[src/rtl/acp_defs.svh]
`ifndef ACP_DEFS_SVH
`define ACP_DEFS_SVH

// Register byte offsets on the AXI4-Lite bus
`define ACP_OFF_CFG      8'h00
`define ACP_OFF_PIN_LO   8'h04
`define ACP_OFF_PIN_MID  8'h08
`define ACP_OFF_RESULT   8'h0c

// Reset values
`define ACP_RST_CFG      8'h00
`define ACP_RST_PIN      8'h00

// Configuration field positions
`define ACP_CFG_LPC      7
`define ACP_CFG_DIV_HI   6
`define ACP_CFG_DIV_LO   5
`define ACP_CFG_LSMP     4
`define ACP_CFG_MODE_HI  3
`define ACP_CFG_MODE_LO  2
`define ACP_CFG_CLK_HI   1
`define ACP_CFG_CLK_LO   0

// Result status word field positions
`define ACP_RES_VALID    16

// AXI response codes
`define ACP_RESP_OKAY    2'b00
`define ACP_RESP_SLVERR  2'b10

`endif

[src/rtl/acp_pkg.sv]
package acp_pkg;

    // Converter input clock source
    typedef enum logic [1:0] {
        ACP_SRC_BUS      = 2'b00,
        ACP_SRC_BUS_HALF = 2'b01,
        ACP_SRC_ALT      = 2'b10,
        ACP_SRC_ASYNC    = 2'b11
    } acp_clksrc_e;

    // Result resolution codes; 01 and 11 are reserved
    typedef enum logic [1:0] {
        ACP_MODE_8BIT  = 2'b00,
        ACP_MODE_RSV1  = 2'b01,
        ACP_MODE_10BIT = 2'b10,
        ACP_MODE_RSV3  = 2'b11
    } acp_mode_e;

    // Converter configuration register layout, msb first
    typedef struct packed {
        logic        low_power_select;
        logic [1:0]  clock_divide_select;
        logic        long_sample_select;
        logic [1:0]  mode;
        logic [1:0]  input_clock_select;
    } acp_cfg_s;

    // Register selected by a bus address
    typedef enum logic [2:0] {
        ACP_REG_CFG    = 3'b000,
        ACP_REG_PIN_LO = 3'b001,
        ACP_REG_PIN_MD = 3'b010,
        ACP_REG_RESULT = 3'b011,
        ACP_REG_NONE   = 3'b100
    } acp_reg_e;

endpackage

[src/rtl/acp_clkdiv.sv]
`timescale 1ns/1ps
`include "acp_defs.svh"

module acp_clkdiv #(
    parameter int CNT_W = 3                          // Divider counter width
) (
    input  wire logic             clk,               // Bus clock, 20 MHz
    input  wire logic             rst_n,             // Async reset, active low
    input  wire acp_pkg::acp_cfg_s cfg,              // Live configuration
    input  wire logic             alt_clk_pin,       // Alternate clock input
    input  wire logic             async_clk_pin,     // Internal async clock
    output logic                  conv_clk_en        // Converter clock pulse
);

    // Refuse counters too narrow for divide by 8
    if (CNT_W < 3) begin : g_chk
        $error("acp_clkdiv: CNT_W must be at least 3");
    end

    // Mask of counter bits that must be all ones per divide code
    function automatic logic [CNT_W-1:0] div_mask(input logic [1:0] code);
        logic [CNT_W-1:0] m;
        m = '0;
        unique case (code)
            2'b00: m = CNT_W'(3'h0);
            2'b01: m = CNT_W'(3'h1);
            2'b10: m = CNT_W'(3'h3);
            2'b11: m = CNT_W'(3'h7);
        endcase
        return m;
    endfunction

    logic [2:0]       alt_sync_reg,   alt_sync_next;    // Alt sync and edge stage
    logic [2:0]       asy_sync_reg,   asy_sync_next;    // Async sync and edge stage
    logic             half_reg,       half_next;        // Bus clock halving toggle
    logic [CNT_W-1:0] cnt_reg,        cnt_next;         // Divider count
    logic             en_reg,         en_next;          // Registered output pulse
    logic             src_pulse;                        // Selected source tick
    logic [CNT_W-1:0] mask;                             // Current divide mask

    // Source select and divide; foreign clocks are only seen as edges
    always_comb begin
        alt_sync_next = {alt_sync_reg[1:0], alt_clk_pin};
        asy_sync_next = {asy_sync_reg[1:0], async_clk_pin};
        half_next     = ~half_reg;
        mask          = div_mask(cfg.clock_divide_select);
        src_pulse     = 1'b0;
        unique case (acp_pkg::acp_clksrc_e'(cfg.input_clock_select))
            acp_pkg::ACP_SRC_BUS:      src_pulse = 1'b1;
            acp_pkg::ACP_SRC_BUS_HALF: src_pulse = half_reg;
            // Edge taken between 2nd and 3rd stage, 1st stage left alone
            acp_pkg::ACP_SRC_ALT:      src_pulse = alt_sync_reg[1] & ~alt_sync_reg[2];
            acp_pkg::ACP_SRC_ASYNC:    src_pulse = asy_sync_reg[1] & ~asy_sync_reg[2];
        endcase
        cnt_next = cnt_reg;
        en_next  = 1'b0;
        if (src_pulse) begin
            cnt_next = cnt_reg + CNT_W'(1);
            en_next  = ((cnt_reg & mask) == mask);
        end
    end

    // State registers
    always_ff @(posedge clk or negedge rst_n) begin
        if (!rst_n) begin
            alt_sync_reg <= 3'h0;
            asy_sync_reg <= 3'h0;
            half_reg     <= 1'b0;
            cnt_reg      <= '0;
            en_reg       <= 1'b0;
        end else begin
            alt_sync_reg <= alt_sync_next;
            asy_sync_reg <= asy_sync_next;
            half_reg     <= half_next;
            cnt_reg      <= cnt_next;
            en_reg       <= en_next;
        end
    end

    assign conv_clk_en = en_reg;

endmodule

[src/rtl/acp_top.sv]
// The AXI4-Lite register port and the register offsets are this design's own decisions.
`timescale 1ns/1ps
`include "acp_defs.svh"

module acp_top #(
    parameter int ADDR_W    = 8,                      // AXI address width
    parameter int PIN_COUNT = 16                      // Governed analog pins
) (
    input  wire logic                 clk,            // Bus clock, 20 MHz
    input  wire logic                 rst_n,          // Async reset, active low
    // AXI4-Lite slave
    input  wire logic [ADDR_W-1:0]    s_axi_awaddr,   // Write address
    input  wire logic                 s_axi_awvalid,  // Write address valid
    output logic                      s_axi_awready,  // Write address ready
    input  wire logic [31:0]          s_axi_wdata,    // Write data
    input  wire logic [3:0]           s_axi_wstrb,    // Write byte enables
    input  wire logic                 s_axi_wvalid,   // Write data valid
    output logic                      s_axi_wready,   // Write data ready
    output logic [1:0]                s_axi_bresp,    // Write response
    output logic                      s_axi_bvalid,   // Write response valid
    input  wire logic                 s_axi_bready,   // Write response ready
    input  wire logic [ADDR_W-1:0]    s_axi_araddr,   // Read address
    input  wire logic                 s_axi_arvalid,  // Read address valid
    output logic                      s_axi_arready,  // Read address ready
    output logic [31:0]               s_axi_rdata,    // Read data
    output logic [1:0]                s_axi_rresp,    // Read response
    output logic                      s_axi_rvalid,   // Read data valid
    input  wire logic                 s_axi_rready,   // Read data ready
    // Converter clock inputs from outside this domain
    input  wire logic                 alt_clk_pin,    // Alternate clock input
    input  wire logic                 async_clk_pin,  // Internal async clock
    // Converter side
    input  wire logic [9:0]           conv_result,    // Raw conversion result
    input  wire logic                 conv_done,      // Result strobe, 1 cycle
    output logic                      low_power_select,   // Low power mode
    output logic                      long_sample_select, // Long sample time
    output logic                      mode_10bit,     // 10-bit resolution
    output logic                      conv_clk_en,    // Converter clock pulse
    output logic [9:0]                result_data,    // Held result
    output logic                      result_valid,   // Held result valid
    // Port and pad side
    input  wire logic [PIN_COUNT-1:0] port_out,       // Port output values
    input  wire logic [PIN_COUNT-1:0] port_oe,        // Port output enables
    input  wire logic [PIN_COUNT-1:0] port_pullup,    // Port pullup enables
    input  wire logic [PIN_COUNT-1:0] pad_in,         // Pad input levels
    output logic [PIN_COUNT-1:0]      pad_out,        // Pad output values
    output logic [PIN_COUNT-1:0]      pad_oe,         // Pad output enables
    output logic [PIN_COUNT-1:0]      pad_pullup,     // Pad pullup enables
    output logic [PIN_COUNT-1:0]      port_read,      // Port read values
    output logic [PIN_COUNT-1:0]      analog_select   // Pin handed to analog
);

    // Only two 8-bit pin registers exist
    if (PIN_COUNT != 16) begin : g_chk_pins
        $error("acp_top: PIN_COUNT must be 16");
    end
    if (ADDR_W < 4) begin : g_chk_addr
        $error("acp_top: ADDR_W must be at least 4");
    end

    // Address decode shared by both channels; low two bits ignored
    function automatic acp_pkg::acp_reg_e reg_sel(input logic [ADDR_W-1:0] a);
        logic [ADDR_W-1:0] w;
        w = {a[ADDR_W-1:2], 2'b00};
        if (w == ADDR_W'(`ACP_OFF_CFG))
            return acp_pkg::ACP_REG_CFG;
        else if (w == ADDR_W'(`ACP_OFF_PIN_LO))
            return acp_pkg::ACP_REG_PIN_LO;
        else if (w == ADDR_W'(`ACP_OFF_PIN_MID))
            return acp_pkg::ACP_REG_PIN_MD;
        else if (w == ADDR_W'(`ACP_OFF_RESULT))
            return acp_pkg::ACP_REG_RESULT;
        else
            return acp_pkg::ACP_REG_NONE;
    endfunction

    // Bus channel state
    logic              aw_hold_reg,  aw_hold_next;    // Write address held
    logic [ADDR_W-1:0] aw_addr_reg,  aw_addr_next;    // Held write address
    logic              w_hold_reg,   w_hold_next;     // Write data held
    logic [7:0]        w_data_reg,   w_data_next;     // Held low data byte
    logic              w_strb_reg,   w_strb_next;     // Held lane 0 enable
    logic              bvalid_reg,   bvalid_next;     // Write response valid
    logic [1:0]        bresp_reg,    bresp_next;      // Write response code
    logic              rvalid_reg,   rvalid_next;     // Read data valid
    logic [1:0]        rresp_reg,    rresp_next;      // Read response code
    logic [31:0]       rdata_reg,    rdata_next;      // Read data word
    // Register file
    acp_pkg::acp_cfg_s cfg_reg,      cfg_next;        // Converter configuration
    logic [7:0]        pin_lo_reg,   pin_lo_next;     // Channels 0..7 control
    logic [7:0]        pin_md_reg,   pin_md_next;     // Channels 8..15 control
    logic [9:0]        res_reg,      res_next;        // Held result
    logic              res_vld_reg,  res_vld_next;    // Held result valid
    // Pad path
    logic [PIN_COUNT-1:0] pad_s1_reg;                 // Pad sync, first stage
    logic [PIN_COUNT-1:0] pad_s2_reg;                 // Pad sync, second stage
    logic [PIN_COUNT-1:0] pad_out_reg,  pad_out_next; // Registered pad value
    logic [PIN_COUNT-1:0] pad_oe_reg,   pad_oe_next;  // Registered pad enable
    logic [PIN_COUNT-1:0] pad_pu_reg,   pad_pu_next;  // Registered pullup
    logic [PIN_COUNT-1:0] port_rd_reg,  port_rd_next; // Registered port read
    // Helpers
    logic              aw_take;                       // Address taken this edge
    logic              w_take;                        // Data taken this edge
    logic              ar_take;                       // Read taken this edge
    logic              do_write;                      // Write commits this edge
    logic [ADDR_W-1:0] wr_addr;                       // Effective write address
    logic [7:0]        wr_byte;                       // Effective write byte
    logic              wr_lane0;                      // Effective lane 0 enable
    logic              mode_change;                   // Resolution field written with a new value
    logic [PIN_COUNT-1:0] ctl;                        // Combined pin control

    // Accept address and data independently, one write at a time
    assign s_axi_awready = ~aw_hold_reg & ~bvalid_reg;
    assign s_axi_wready  = ~w_hold_reg & ~bvalid_reg;
    assign s_axi_arready = ~rvalid_reg;
    assign aw_take       = s_axi_awvalid & s_axi_awready;
    assign w_take        = s_axi_wvalid & s_axi_wready;
    assign ar_take       = s_axi_arvalid & s_axi_arready;
    assign wr_addr       = aw_hold_reg ? aw_addr_reg : s_axi_awaddr;
    assign wr_byte       = w_hold_reg ? w_data_reg : s_axi_wdata[7:0];
    assign wr_lane0      = w_hold_reg ? w_strb_reg : s_axi_wstrb[0];
    assign do_write      = (aw_hold_reg | aw_take) & (w_hold_reg | w_take);

    // Write channel and register file next values
    always_comb begin
        aw_hold_next = aw_hold_reg;
        aw_addr_next = aw_addr_reg;
        w_hold_next  = w_hold_reg;
        w_data_next  = w_data_reg;
        w_strb_next  = w_strb_reg;
        bvalid_next  = bvalid_reg;
        bresp_next   = bresp_reg;
        cfg_next     = cfg_reg;
        pin_lo_next  = pin_lo_reg;
        pin_md_next  = pin_md_reg;
        mode_change  = 1'b0;
        if (aw_take) begin
            aw_hold_next = 1'b1;
            aw_addr_next = s_axi_awaddr;
        end
        if (w_take) begin
            w_hold_next = 1'b1;
            w_data_next = s_axi_wdata[7:0];
            w_strb_next = s_axi_wstrb[0];
        end
        // Response retires before the next write is accepted
        if (bvalid_reg && s_axi_bready) begin
            bvalid_next = 1'b0;
        end
        if (do_write) begin
            aw_hold_next = 1'b0;
            w_hold_next  = 1'b0;
            bvalid_next  = 1'b1;
            bresp_next   = `ACP_RESP_OKAY;
            unique case (reg_sel(wr_addr))
                acp_pkg::ACP_REG_CFG: begin
                    if (wr_lane0) begin
                        cfg_next    = acp_pkg::acp_cfg_s'(wr_byte);
                        mode_change = (wr_byte[`ACP_CFG_MODE_HI:`ACP_CFG_MODE_LO]
                                       != cfg_reg.mode);
                    end
                end
                acp_pkg::ACP_REG_PIN_LO: begin
                    if (wr_lane0) begin
                        pin_lo_next = wr_byte;
                    end
                end
                acp_pkg::ACP_REG_PIN_MD: begin
                    if (wr_lane0) begin
                        pin_md_next = wr_byte;
                    end
                end
                // Result word is read-only; writes are ignored
                acp_pkg::ACP_REG_RESULT: bresp_next = `ACP_RESP_OKAY;
                acp_pkg::ACP_REG_NONE:   bresp_next = `ACP_RESP_SLVERR;
            endcase
        end
    end

    // Result holding; a new result beats a same-cycle invalidation
    always_comb begin
        res_next     = res_reg;
        res_vld_next = res_vld_reg;
        if (mode_change) begin
            res_vld_next = 1'b0;
        end
        if (conv_done) begin
            res_vld_next = 1'b1;
            // Reserved codes are served as 8-bit, the safe narrower form
            if (cfg_reg.mode == acp_pkg::ACP_MODE_10BIT) begin
                res_next = conv_result;
            end else begin
                res_next = {2'b00, conv_result[7:0]};
            end
        end
    end

    // Read channel; data registered so rdata is stable while rvalid
    always_comb begin
        rvalid_next = rvalid_reg;
        rresp_next  = rresp_reg;
        rdata_next  = rdata_reg;
        if (rvalid_reg && s_axi_rready) begin
            rvalid_next = 1'b0;
        end
        if (ar_take) begin
            rvalid_next = 1'b1;
            rresp_next  = `ACP_RESP_OKAY;
            rdata_next  = 32'h0000_0000;
            unique case (reg_sel(s_axi_araddr))
                acp_pkg::ACP_REG_CFG:    rdata_next[7:0] = cfg_reg;
                acp_pkg::ACP_REG_PIN_LO: rdata_next[7:0] = pin_lo_reg;
                acp_pkg::ACP_REG_PIN_MD: rdata_next[7:0] = pin_md_reg;
                acp_pkg::ACP_REG_RESULT: begin
                    rdata_next[9:0]                = res_reg;
                    rdata_next[`ACP_RES_VALID]     = res_vld_reg;
                end
                acp_pkg::ACP_REG_NONE:   rresp_next = `ACP_RESP_SLVERR;
            endcase
        end
    end

    // Pad override; costs one cycle of latency on every pad path
    assign ctl = {pin_md_reg, pin_lo_reg};
    always_comb begin
        pad_out_next = port_out & ~ctl;
        pad_oe_next  = port_oe & ~ctl;
        pad_pu_next  = port_pullup & ~ctl;
        port_rd_next = pad_s2_reg & ~ctl;
    end

    // Bus and register file state
    always_ff @(posedge clk or negedge rst_n) begin
        if (!rst_n) begin
            aw_hold_reg <= 1'b0;
            aw_addr_reg <= '0;
            w_hold_reg  <= 1'b0;
            w_data_reg  <= 8'h00;
            w_strb_reg  <= 1'b0;
            bvalid_reg  <= 1'b0;
            bresp_reg   <= `ACP_RESP_OKAY;
            rvalid_reg  <= 1'b0;
            rresp_reg   <= `ACP_RESP_OKAY;
            rdata_reg   <= 32'h0000_0000;
            cfg_reg     <= `ACP_RST_CFG;
            pin_lo_reg  <= `ACP_RST_PIN;
            pin_md_reg  <= `ACP_RST_PIN;
            res_reg     <= 10'h000;
            res_vld_reg <= 1'b0;
        end else begin
            aw_hold_reg <= aw_hold_next;
            aw_addr_reg <= aw_addr_next;
            w_hold_reg  <= w_hold_next;
            w_data_reg  <= w_data_next;
            w_strb_reg  <= w_strb_next;
            bvalid_reg  <= bvalid_next;
            bresp_reg   <= bresp_next;
            rvalid_reg  <= rvalid_next;
            rresp_reg   <= rresp_next;
            rdata_reg   <= rdata_next;
            cfg_reg     <= cfg_next;
            pin_lo_reg  <= pin_lo_next;
            pin_md_reg  <= pin_md_next;
            res_reg     <= res_next;
            res_vld_reg <= res_vld_next;
        end
    end

    // Pad state; pad inputs synchronised before anything reads them
    always_ff @(posedge clk or negedge rst_n) begin
        if (!rst_n) begin
            pad_s1_reg  <= '0;
            pad_s2_reg  <= '0;
            pad_out_reg <= '0;
            pad_oe_reg  <= '0;
            pad_pu_reg  <= '0;
            port_rd_reg <= '0;
        end else begin
            pad_s1_reg  <= pad_in;
            pad_s2_reg  <= pad_s1_reg;
            pad_out_reg <= pad_out_next;
            pad_oe_reg  <= pad_oe_next;
            pad_pu_reg  <= pad_pu_next;
            port_rd_reg <= port_rd_next;
        end
    end

    // Converter clock source select and divider
    acp_clkdiv #(
        .CNT_W (3)
    ) u_clkdiv (
        .clk           (clk),
        .rst_n         (rst_n),
        .cfg           (cfg_reg),
        .alt_clk_pin   (alt_clk_pin),
        .async_clk_pin (async_clk_pin),
        .conv_clk_en   (conv_clk_en)
    );

    // Outputs
    assign s_axi_bvalid       = bvalid_reg;
    assign s_axi_bresp        = bresp_reg;
    assign s_axi_rvalid       = rvalid_reg;
    assign s_axi_rresp        = rresp_reg;
    assign s_axi_rdata        = rdata_reg;
    assign low_power_select   = cfg_reg.low_power_select;
    assign long_sample_select = cfg_reg.long_sample_select;
    assign mode_10bit         = (cfg_reg.mode == acp_pkg::ACP_MODE_10BIT);
    assign result_data        = res_reg;
    assign result_valid       = res_vld_reg;
    assign pad_out            = pad_out_reg;
    assign pad_oe             = pad_oe_reg;
    assign pad_pullup         = pad_pu_reg;
    assign port_read          = port_rd_reg;
    assign analog_select      = ctl;

endmodule

[config.mk]
export PLATFORM = sky130hd
export DESIGN_NAME = acp_top
export DESIGN_NICKNAME = d
export VERILOG_FILES = /design/src/rtl/acp_pkg.sv /design/src/rtl/acp_clkdiv.sv /design/src/rtl/acp_top.sv
export VERILOG_INCLUDE_DIRS = /design/src /design/src/rtl
export SDC_FILE = /design/constraint.sdc
export NUM_CORES = 1
export LEC_CHECK = 0
export BUFFER_PORTS_ARGS = -buffer_cell sky130_fd_sc_hd__buf_2
export CELL_PAD_IN_SITES_DETAIL_PLACEMENT = 0
export CELL_PAD_IN_SITES_GLOBAL_PLACEMENT = 1
export CORE_ASPECT_RATIO = 2
export CORE_MARGIN = 2
export CORE_UTILIZATION = 37
export DETAILED_ROUTE_END_ITERATION = 8
export GPL_TIMING_DRIVEN = 0
export PLACE_DENSITY = 0.89
export SYNTH_ARGS = -nofsm -noshare
export SYNTH_HDL_FRONTEND = slang
export SYNTH_HIERARCHICAL = 1
export SYNTH_SLANG_ARGS = --single-unit
[constraint.sdc]
create_clock -name clk -period 2.6 [get_ports clk]
set_input_delay 0 -clock clk [delete_from_list [all_inputs] [get_ports clk]]
set_output_delay 0 -clock clk [all_outputs]
set_load 0.05 [all_outputs]
# Yosys cells after proc, flatten, opt, wreduce, memory -nomap -nowiden
# Index checks and enable logic that the tools add are counted.
[classes] n_addsub=1 n_mul=0 n_div=0 n_lt_le_gt_ge=0 eq_ne=22 shift=0 n_mux=35 n_bitwise=23 reduce_logical=16
[ops] op="$and A16 B16 Y16" count=4
[ops] op="$pmux W8 S4" count=1
[ops] op="$mux W3" count=10
[ops] op="$eq A6 B2 Y1 const B" count=4
[ops] op="$mux W1" count=16
[ops] op="$mux W8" count=2
[ops] op="$not A16 Y16" count=1
[ops] op="$eq A6 B1 Y1 const B" count=2
[ops] op="$logic_not A6 Y1" count=2
[ops] op="$pmux W3 S4" count=1
[ops] op="$eq A2 B2 Y1 const B" count=5
[ops] op="$mux W10" count=1
[ops] op="$reduce_bool A2 Y1" count=5
[ops] op="$eq A3 B2 Y1 const B" count=3
[ops] op="$reduce_and A3 Y1" count=3
[ops] op="$and A1 B1 Y1" count=8
[ops] op="$not A1 Y1" count=7
[ops] op="$eq A3 B1 Y1 const B" count=2
[ops] op="$eq A3 B3 Y1 const B" count=2
[ops] op="$logic_not A3 Y1" count=2
[ops] op="$mux W2" count=3
[ops] op="$eq A2 B1 Y1 const B" count=2
[ops] op="$logic_not A2 Y1" count=2
[ops] op="$pmux W1 S4" count=1
[ops] op="6 further kinds" count=8
[totals] register_bits=178 latchBits=0 mem_bits_rw=0 romBits=0 input_bits=136 output_inout_bits=136 word_cells=127 n_memories=0

# Longest topological paths before layout
# Gate-level depths: netlist of run 1.
[logic_depth] ltp_word=12 depth_mapped=6 depth_no_buf=4

# By module
# Netlist of run 1, hierarchy kept.
[by_module_without_submodules] module="acp_top" instances=1 cells_per_inst=411 area_each_um2=5948.2 seq_area_each_um2=4078.9
[by_module_without_submodules] module="acp_clkdiv" instances=1 cells_per_inst=27 area_each_um2=395.4 seq_area_each_um2=275.3

# Worst setup path after synthesis of run 1
# Ideal clock, no wire load.
[synth_path] kind="register to register" from="reg bvalid_reg (netlist: s_axi_bvalid)" to="reg w_data_reg[0]" setup_ns=0.125 t_arrival_ns=2.229 t_required_ns=2.475 setup_slack_ns=0.246 path_stages_with_launch=5 path_buffers=1 synth_period_minus_slack_ns=2.354 path_cell_list="dfrtp_1 nor2_1 and2_1 clkbuf_1 mux2_2"
[synth_between] elab_chain_len=3
[synth_rtl] item="from (decl)" line="acp_top.sv:83" rtl="logic bvalid_reg, bvalid_next;"
[synth_rtl] item="from (signal assigned)" line="acp_top.sv:256" rtl="bvalid_reg <= bvalid_next;"
[synth_rtl] item="$not A1 Y1" line="acp_top.sv:114" rtl="assign s_axi_wready = ~w_hold_reg & ~bvalid_reg;"
[synth_rtl] item="$and A1 B1 Y1" line="acp_top.sv:114"
[synth_rtl] item="net s_axi_wready" line="acp_top.sv:18" rtl="output logic s_axi_wready,"
[synth_rtl] item="$and A1 B1 Y1" line="acp_top.sv:117" rtl="assign w_take = s_axi_wvalid & s_axi_wready;"
[synth_rtl] item="to (signal assigned)" line="acp_top.sv:254" rtl="w_data_reg <= w_data_next;"
[synth_rtl] item="to (decl)" line="acp_top.sv:81" rtl="logic [7:0] w_data_reg, w_data_next;"
# The timed path passes the listed nets, and every way through them passes these cells.
# A chain may end at the register's enable or synchronous reset.

# Worst setup path in the final report of run 1
[layout_path] from="reg bvalid_reg (netlist: s_axi_bvalid)" to="reg cfg_reg[1] in the netlist's numbering"
[layout_between] elab_chain_len=6 word_cells_on_any_way=9 cone_classes="8 x bitwise; 1 x reduce/logical"
[layout_rtl] item="$not A1 Y1 *" line="acp_top.sv:113, acp_top.sv:114"
[layout_rtl] item="$and A1 B1 Y1, on equally long branches" line="acp_top.sv:113, acp_top.sv:114"
[layout_rtl] item="$and A1 B1 Y1, on equally long branches" line="acp_top.sv:116, acp_top.sv:117"
[layout_rtl] item="$or A1 B1 Y1" line="acp_top.sv:122" rtl="assign do_write = (aw_hold_reg | aw_take) & (w_hold_reg | w_take);"
[layout_rtl] item="$and A1 B1 Y1 *" line="acp_top.sv:122"
[layout_rtl] item="$reduce_and A3 Y1 (no source line) *"
[layout_rtl] item="to (signal assigned)" line="acp_top.sv:245" rtl="cfg_reg <= `ACP_RST_CFG;"
[layout_rtl] item="to (signal assigned)" line="acp_top.sv:261" rtl="cfg_reg <= cfg_next;"
[layout_rtl] item="to (decl)" line="acp_top.sv:89" rtl="acp_pkg::acp_cfg_s cfg_reg, cfg_next;"
# Every way passes the cells marked *; elsewhere a longest branch is shown, timed or not.

==> results of run 1 <==
==> timing repair <==
item	CTS	global route
hold buffers	98	0
endpoints found under the hold margin	167	0
setup buffers	0	0
==> worst max path at each step <==
stage / startpoint / endpoint / slack (ps) / depth (start not counted)
finish: s_axi_bvalid / cfg_reg[1] / 390 / 4
global route: s_axi_bvalid / cfg_reg[1] / 230 / 4
CTS: s_axi_bvalid / cfg_reg[1] / 370 / 4
detailed placement: aw_hold_reg / cfg_reg[1] / 390 / 5
global placement: rst_n / pad_out[2] / -1150 / 1
floorplan: s_axi_bvalid / w_data_reg[0] / 250 / 4
==> cell usage after synthesis (all sizes together), types with 4 or more instances <==
master  count
dfrtp     174
nor2b      69
mux2       57
buf        27
nand2      15
o21ai      14
a21oi      11
nor2       10
a22oi       9
a221oi      8
inv         8
clkbuf      6
xnor2       4
==> cell families (layout without fill, tap and decap cells) <==
group | after synthesis | after routing | synth area share (%)
XOR/XNOR | 4 | 4 | 0.552
buffers and inverters | 41 | 389 | 3.87
other | 1 | 23 | 0.0591
AND/OR/NAND/NOR | 110 | 110 | 11.1
AO/OA/AOI/OAI | 48 | 48 | 5.05
adder cells (fa/ha/maj) | 1 | 1 | 0.197
flip-flops | 174 | 174 | 68.6
multiplexers | 59 | 59 | 10.5
==> per-layer routing <==
layer | routed length [um] | track usage (%) | part of all wire, %
met4 | 515 | 8.94 | 3.1
met5 | 0 | 0 | 0
met1 | 5980 | 20.8 | 36
met3 | 969 | 3.98 | 5.8
met2 | 9240 | 33.8 | 55
==> layout make-up <==
class                           count  area [sq um]  share of cell area [%]
Timing Repair Buffer              316          2100                    22.4
Sequential cell                   174          4350                    46.3
Clock inverter                     12           159                    1.69
Buffer                             33           215                    2.29
Tap cell                          207           259                    2.75
Multi-Input combinational cell    245          1830                    19.4
Inverter                            8          30.0                   0.319
Clock buffer                       20           457                    4.86
==> report_power, final <==
| part | internal, uW | total, uW | switching [uW] |
|---|---|---|---|
| combinational | 941 | 3040 | 2100 |
| sequential | 3260 | 3680 | 420 |
| clock | 1570 | 2620 | 1050 |
==> worst max-delay path: stages (launching register included) <==
cell and delay, ps:
dfrtp_1 430, nor2b_1 260, o22ai_2 230, nor4b_4 750, mux2_2 420
==> per-stage QoR <==
stage / hold slack [ps] / cells / setup TNS [ps] / instance area, sq um
final: 40.5 / 1015 / 0 / 9410
after detailed placement: -49.4 / 885 / 0 / 7810
after floorplan: -296 / 460 / 0 / 6430
after global routing: 54.2 / 1015 / 0 / 9410
after global placement: 108 / 884 / -195280 / 7770
after CTS: 20.3 / 1015 / 0 / 9410
==> results.yml, run 1 <==
sta:
  fin_skew_ps: 6.61
  fin_crit_sh_pct: 84.9
  grt_setup_unrepaired: "false"
  setup_viol: 0
  period_needed_ps: 2210
  slew_violations: 0
  setup_ws_ps: 393
  slew_headroom_pct: 47.8
  finalHoldViolCount: 0
  worst_pin_slew_ps: 780
  max_freq_mhz: 453
clock_network:
  cts_tree: "done"
  cts_root_buffer: "clkbuf_16"
  clkSinkCount: 174
  clock_latency_ps: 420
  cts_made_buffers: 17
  htree_levels: 4
  path_clk_slew_ps: 60
  post_cts_resized: 0
  cts_buffer_depth: 2
route:
  routedWlPerCell_um: 16.5
  first_pass_iters: 4
  drt-total-wl_mm: 16.7
  drcViolationCount: 0
  ant_nets: 0
  first_iter_violations: 124
  via_per_inst: 4.61
  vias: 4683
critical_path:
  endpoint_kind: "flop"
  crit_type: "reg -> reg"
  cp.arrival_ps: 2510
  r2r_start: "s_axi_bvalid"
  rrSetupSlack_ps: 390
  r2r-end: "cfg_reg[1]"
  path_max_fanout: 9
  cp.required_ps: 2900
  start_kind: "flop"
  r2r_cells: 4
power_and_ir_drop:
  leakagePower_uw: 0.00462
  power_uw: 9340
  vdd_drop_max_mv: 0.604
  powerDensity_mw_per_mm2: 993
global_route:
  track_usage_pct: 19.0
  gr-total-overflow: 0
  antenna_found_initial: 0
  grt_pass1_vias: 4941
  grt_first_pass_wirelength_mm: 25.6
  grt_max_degree: 120
worst_hold_path:
  hold_path_depth: 3
  min_path_type: "in -> reg"
  holdPathEnd: "aw_hold_reg"
  hold_path.startpoint: "s_axi_wvalid"
yosys:
  yosysTopAreaCellShare_pct: 68.6
  synthDistinctLibCells: 38
  synth_area_leader_cell: "dfrtp_1"
  synth_seq_area_share_pct: 68.6
  ys.flop_type: "dfrtp_1"
  synth_area_leaders: "dfrtp_1 69%, mux2_2 9.9%, nor2b_1 6.8%"
  synth_cells: 438
  synth_edf_count: 0
  ys_warn_count: 6
  synth_seq_cells: 174
  syn_area_sq_mm: 0.00634
  ys_async_sr_fraction_pct: 100
  synth.avg_cell_area_sq_um: 14.5
layout:
  final_net_count: 932
  fillers: 1423
  mostFrequentLayoutCell: "buf_2"
  diodes: 0
  utilization_pct: 56.1
  final_cell_mix: "217 x buf_2, 174 x dfrtp_1, 98 x dlygate4sd3_1, 69 x nor2b_1, 56 x mux2_2"
  area_delta_synth_final_pct: 48.3
  drive_above_1_share_pct: 42.3
floorplan:
  die_h_um: 189
  pin_count: 272
  die_area_sq_mm: 0.0183
  initial_core_util_pct: 37.8
  rows: 67
  core_area_sq_mm: 0.0168
  die_w_um: 96.6
outcome:
  status: "finished clean"
placement:
  pre_cts_slack_ps: 391
  place_congestion: 0.757
  place_hpwl_mm: 11.0
  port_buffers: 217
flow_run:
  cap_violations: 0
(Power assumes the default switching activity.)
==> run 2: changes to the inputs <==
clock period = 2.15 ns   (was 2.6 ns; I/O delays follow)
==> run 2 against run 1 <==
  * Utilization rose by 0.14 points
  * Clock power grew 15%
  * Final area is 0.25% higher
  * Die area is the same
  * Clock-buffer cell count is 1 lower
  * Via count fell by 1.4%
  * Register-to-register slack got worse by 130 ps
  * Maximum frequency up 17%
  * Largest power group unchanged
  * Critical path type unchanged
  * Global-route usage shrank 0.71 points
  * Worst setup slack got worse by 130 ps
  * Wire length down 3.9%
==> results.yml, run 2 (synthesis gave the netlist of run 1 again) <==
critical_path:
  start_kind: "flop"
  crit_type: "reg -> reg"
  cp.arrival_ps: 2190
  r2r_cells: 5
  cp.required_ps: 2450
  path_max_fanout: 8
  endpoint_kind: "flop"
power_and_ir_drop:
  leakagePower_uw: 0.00462
  p_sw_share_pct: 38.7
  pwr-share-comb_pct: 33.0
  powerDensity_mw_per_mm2: 1180
  p_int_uw: 6830
  p_clk_share_pct: 27.1
  seqPwrFrac_pct: 40.0
  vdd_drop_max_mv: 0.570
  power_uw: 11100
  netSwitchingPower_uw: 4320
global_route:
  gr-total-overflow: 0
  grt_pass1_vias: 4908
  track_usage_pct: 18.3
  grt_max_degree: 119
  grt_first_pass_wirelength_mm: 25.1
  antenna_found_initial: 2
clock_network:
  clkSinkCount: 174
  path_clk_slew_ps: 70
  cts_tree: "done"
  htree_levels: 4
  cts_buffer_depth: 2
  cts_made_buffers: 17
  clock_latency_ps: 430
  cts_root_buffer: "clkbuf_16"
placement:
  port_buffers: 217
  place_hpwl_mm: 11.2
  place_congestion: 0.756
worst_hold_path:
  min_path_type: "in -> reg"
  hold_path_depth: 4
sta:
  worst_pin_slew_ps: 652
  period_needed_ps: 1880
  max_freq_mhz: 531
  fin_skew_ps: 10.2
  finalHoldViolCount: 0
  fin_crit_sh_pct: 87.6
  slew_violations: 0
  whs_ps: 47.4
  setup_viol: 0
  slew_headroom_pct: 56.6
  grt_setup_unrepaired: "false"
  totalNegativeSetupSlack_ps: 0
floorplan:
  core_area_sq_mm: 0.0168
  die_w_um: 96.6
  initial_core_util_pct: 37.8
  pin_count: 272
  die_h_um: 189
  rows: 67
  die_area_sq_mm: 0.0183
route:
  routedWlPerCell_um: 15.7
  ant_nets: 0
  vias: 4619
  via_per_inst: 4.53
  first_iter_violations: 127
  drt-total-wl_mm: 16.1
  first_pass_iters: 4
  drcViolationCount: 0
layout:
  area_delta_synth_final_pct: 48.6
  final_cell_mix: "217 x buf_2, 174 x dfrtp_1, 98 x dlygate4sd3_1, 69 x nor2b_1, 56 x mux2_2"
  final_net_count: 935
  drive_above_1_share_pct: 42.8
  mostFrequentLayoutCell: "buf_2"
outcome:
  status: "finished clean"
flow_run:
  cap_violations: 0
==> run 2: repair_timing <==
action                                  4_1_cts  5_1_grt
pin swaps                                     3        1
hold buffers                                 98        0
endpoints found under the setup margin       17        8
endpoints found under the hold margin       173        0
gates resized for setup                       0        0
setup buffers                                 2        1
==> run 2: power groups by stage <==
stage	Clock, uW	Sequential [uW]	Combinational [uW]
floorplan	0	5840	1200
global placement	0	4490	3480
detailed placement	0	4530	3530
CTS	3100	4470	3690
global route	3250	4560	3890
finish	3020	4450	3680
==> run 2: final cells by class <==
cell class | instances | area (sq um)
multi-input cells | 245 | 1830
inverters | 8 | 30.0
plain buffers | 33 | 215
fillers | 1388 | 7340
clock buffers | 19 | 443
clock inverters | 13 | 139
repair buffers | 319 | 2150
flip-flops and latches | 174 | 4350
well taps | 207 | 259
diodes | 2 | 5.00
==> run 2: worst max-delay path, stage by stage, from the launching register on <==
cell and delay, ps:
dfrtp_1 440, nor2b_1 270, o22ai_2 220, nor4b_4 320
buf_12 170, mux2_2 340
==> run 2: worst paths after layout <==
kind                                 startpoint           endpoint  slack [ps]
worst max-delay path               s_axi_bvalid      pin_md_reg[4]         270
worst max register to register     s_axi_bvalid      pin_md_reg[4]         270
max in group asynchronous                 rst_n  u_clkdiv/half_reg        1140
min in group asynchronous                 rst_n      pad_s1_reg[5]          80
worst min-delay path            s_axi_araddr[2]     s_axi_rdata[2]          50
worst min register to register   pad_s1_reg[12]     pad_s2_reg[12]         340
==> run 2: routing by layer <==
layer  up-vias  track usage [%]  share of wire, %
met4         0             7.96               2.6
li1       2161                -                 -
met3        27             4.22               5.7
met5         -                0                 0
met2       167             32.8                55
met1      2264             19.9                37
==> run 2: through the flow <==
step | worst slack (ps) | cells | instance area, sq um | utilization, %
4_1_cts | 9.09 | 1017 | 9420 | 56.2
2_1_floorplan | 41.5 | 460 | 6430 | -
6_report | 266 | 1020 | 9430 | 56.2
3_3_place_gp | -1610 | 884 | 7780 | 46.4
3_5_place_dp | -19.7 | 885 | 7810 | 46.6
5_1_grt | 83.7 | 1019 | 9430 | 56.2
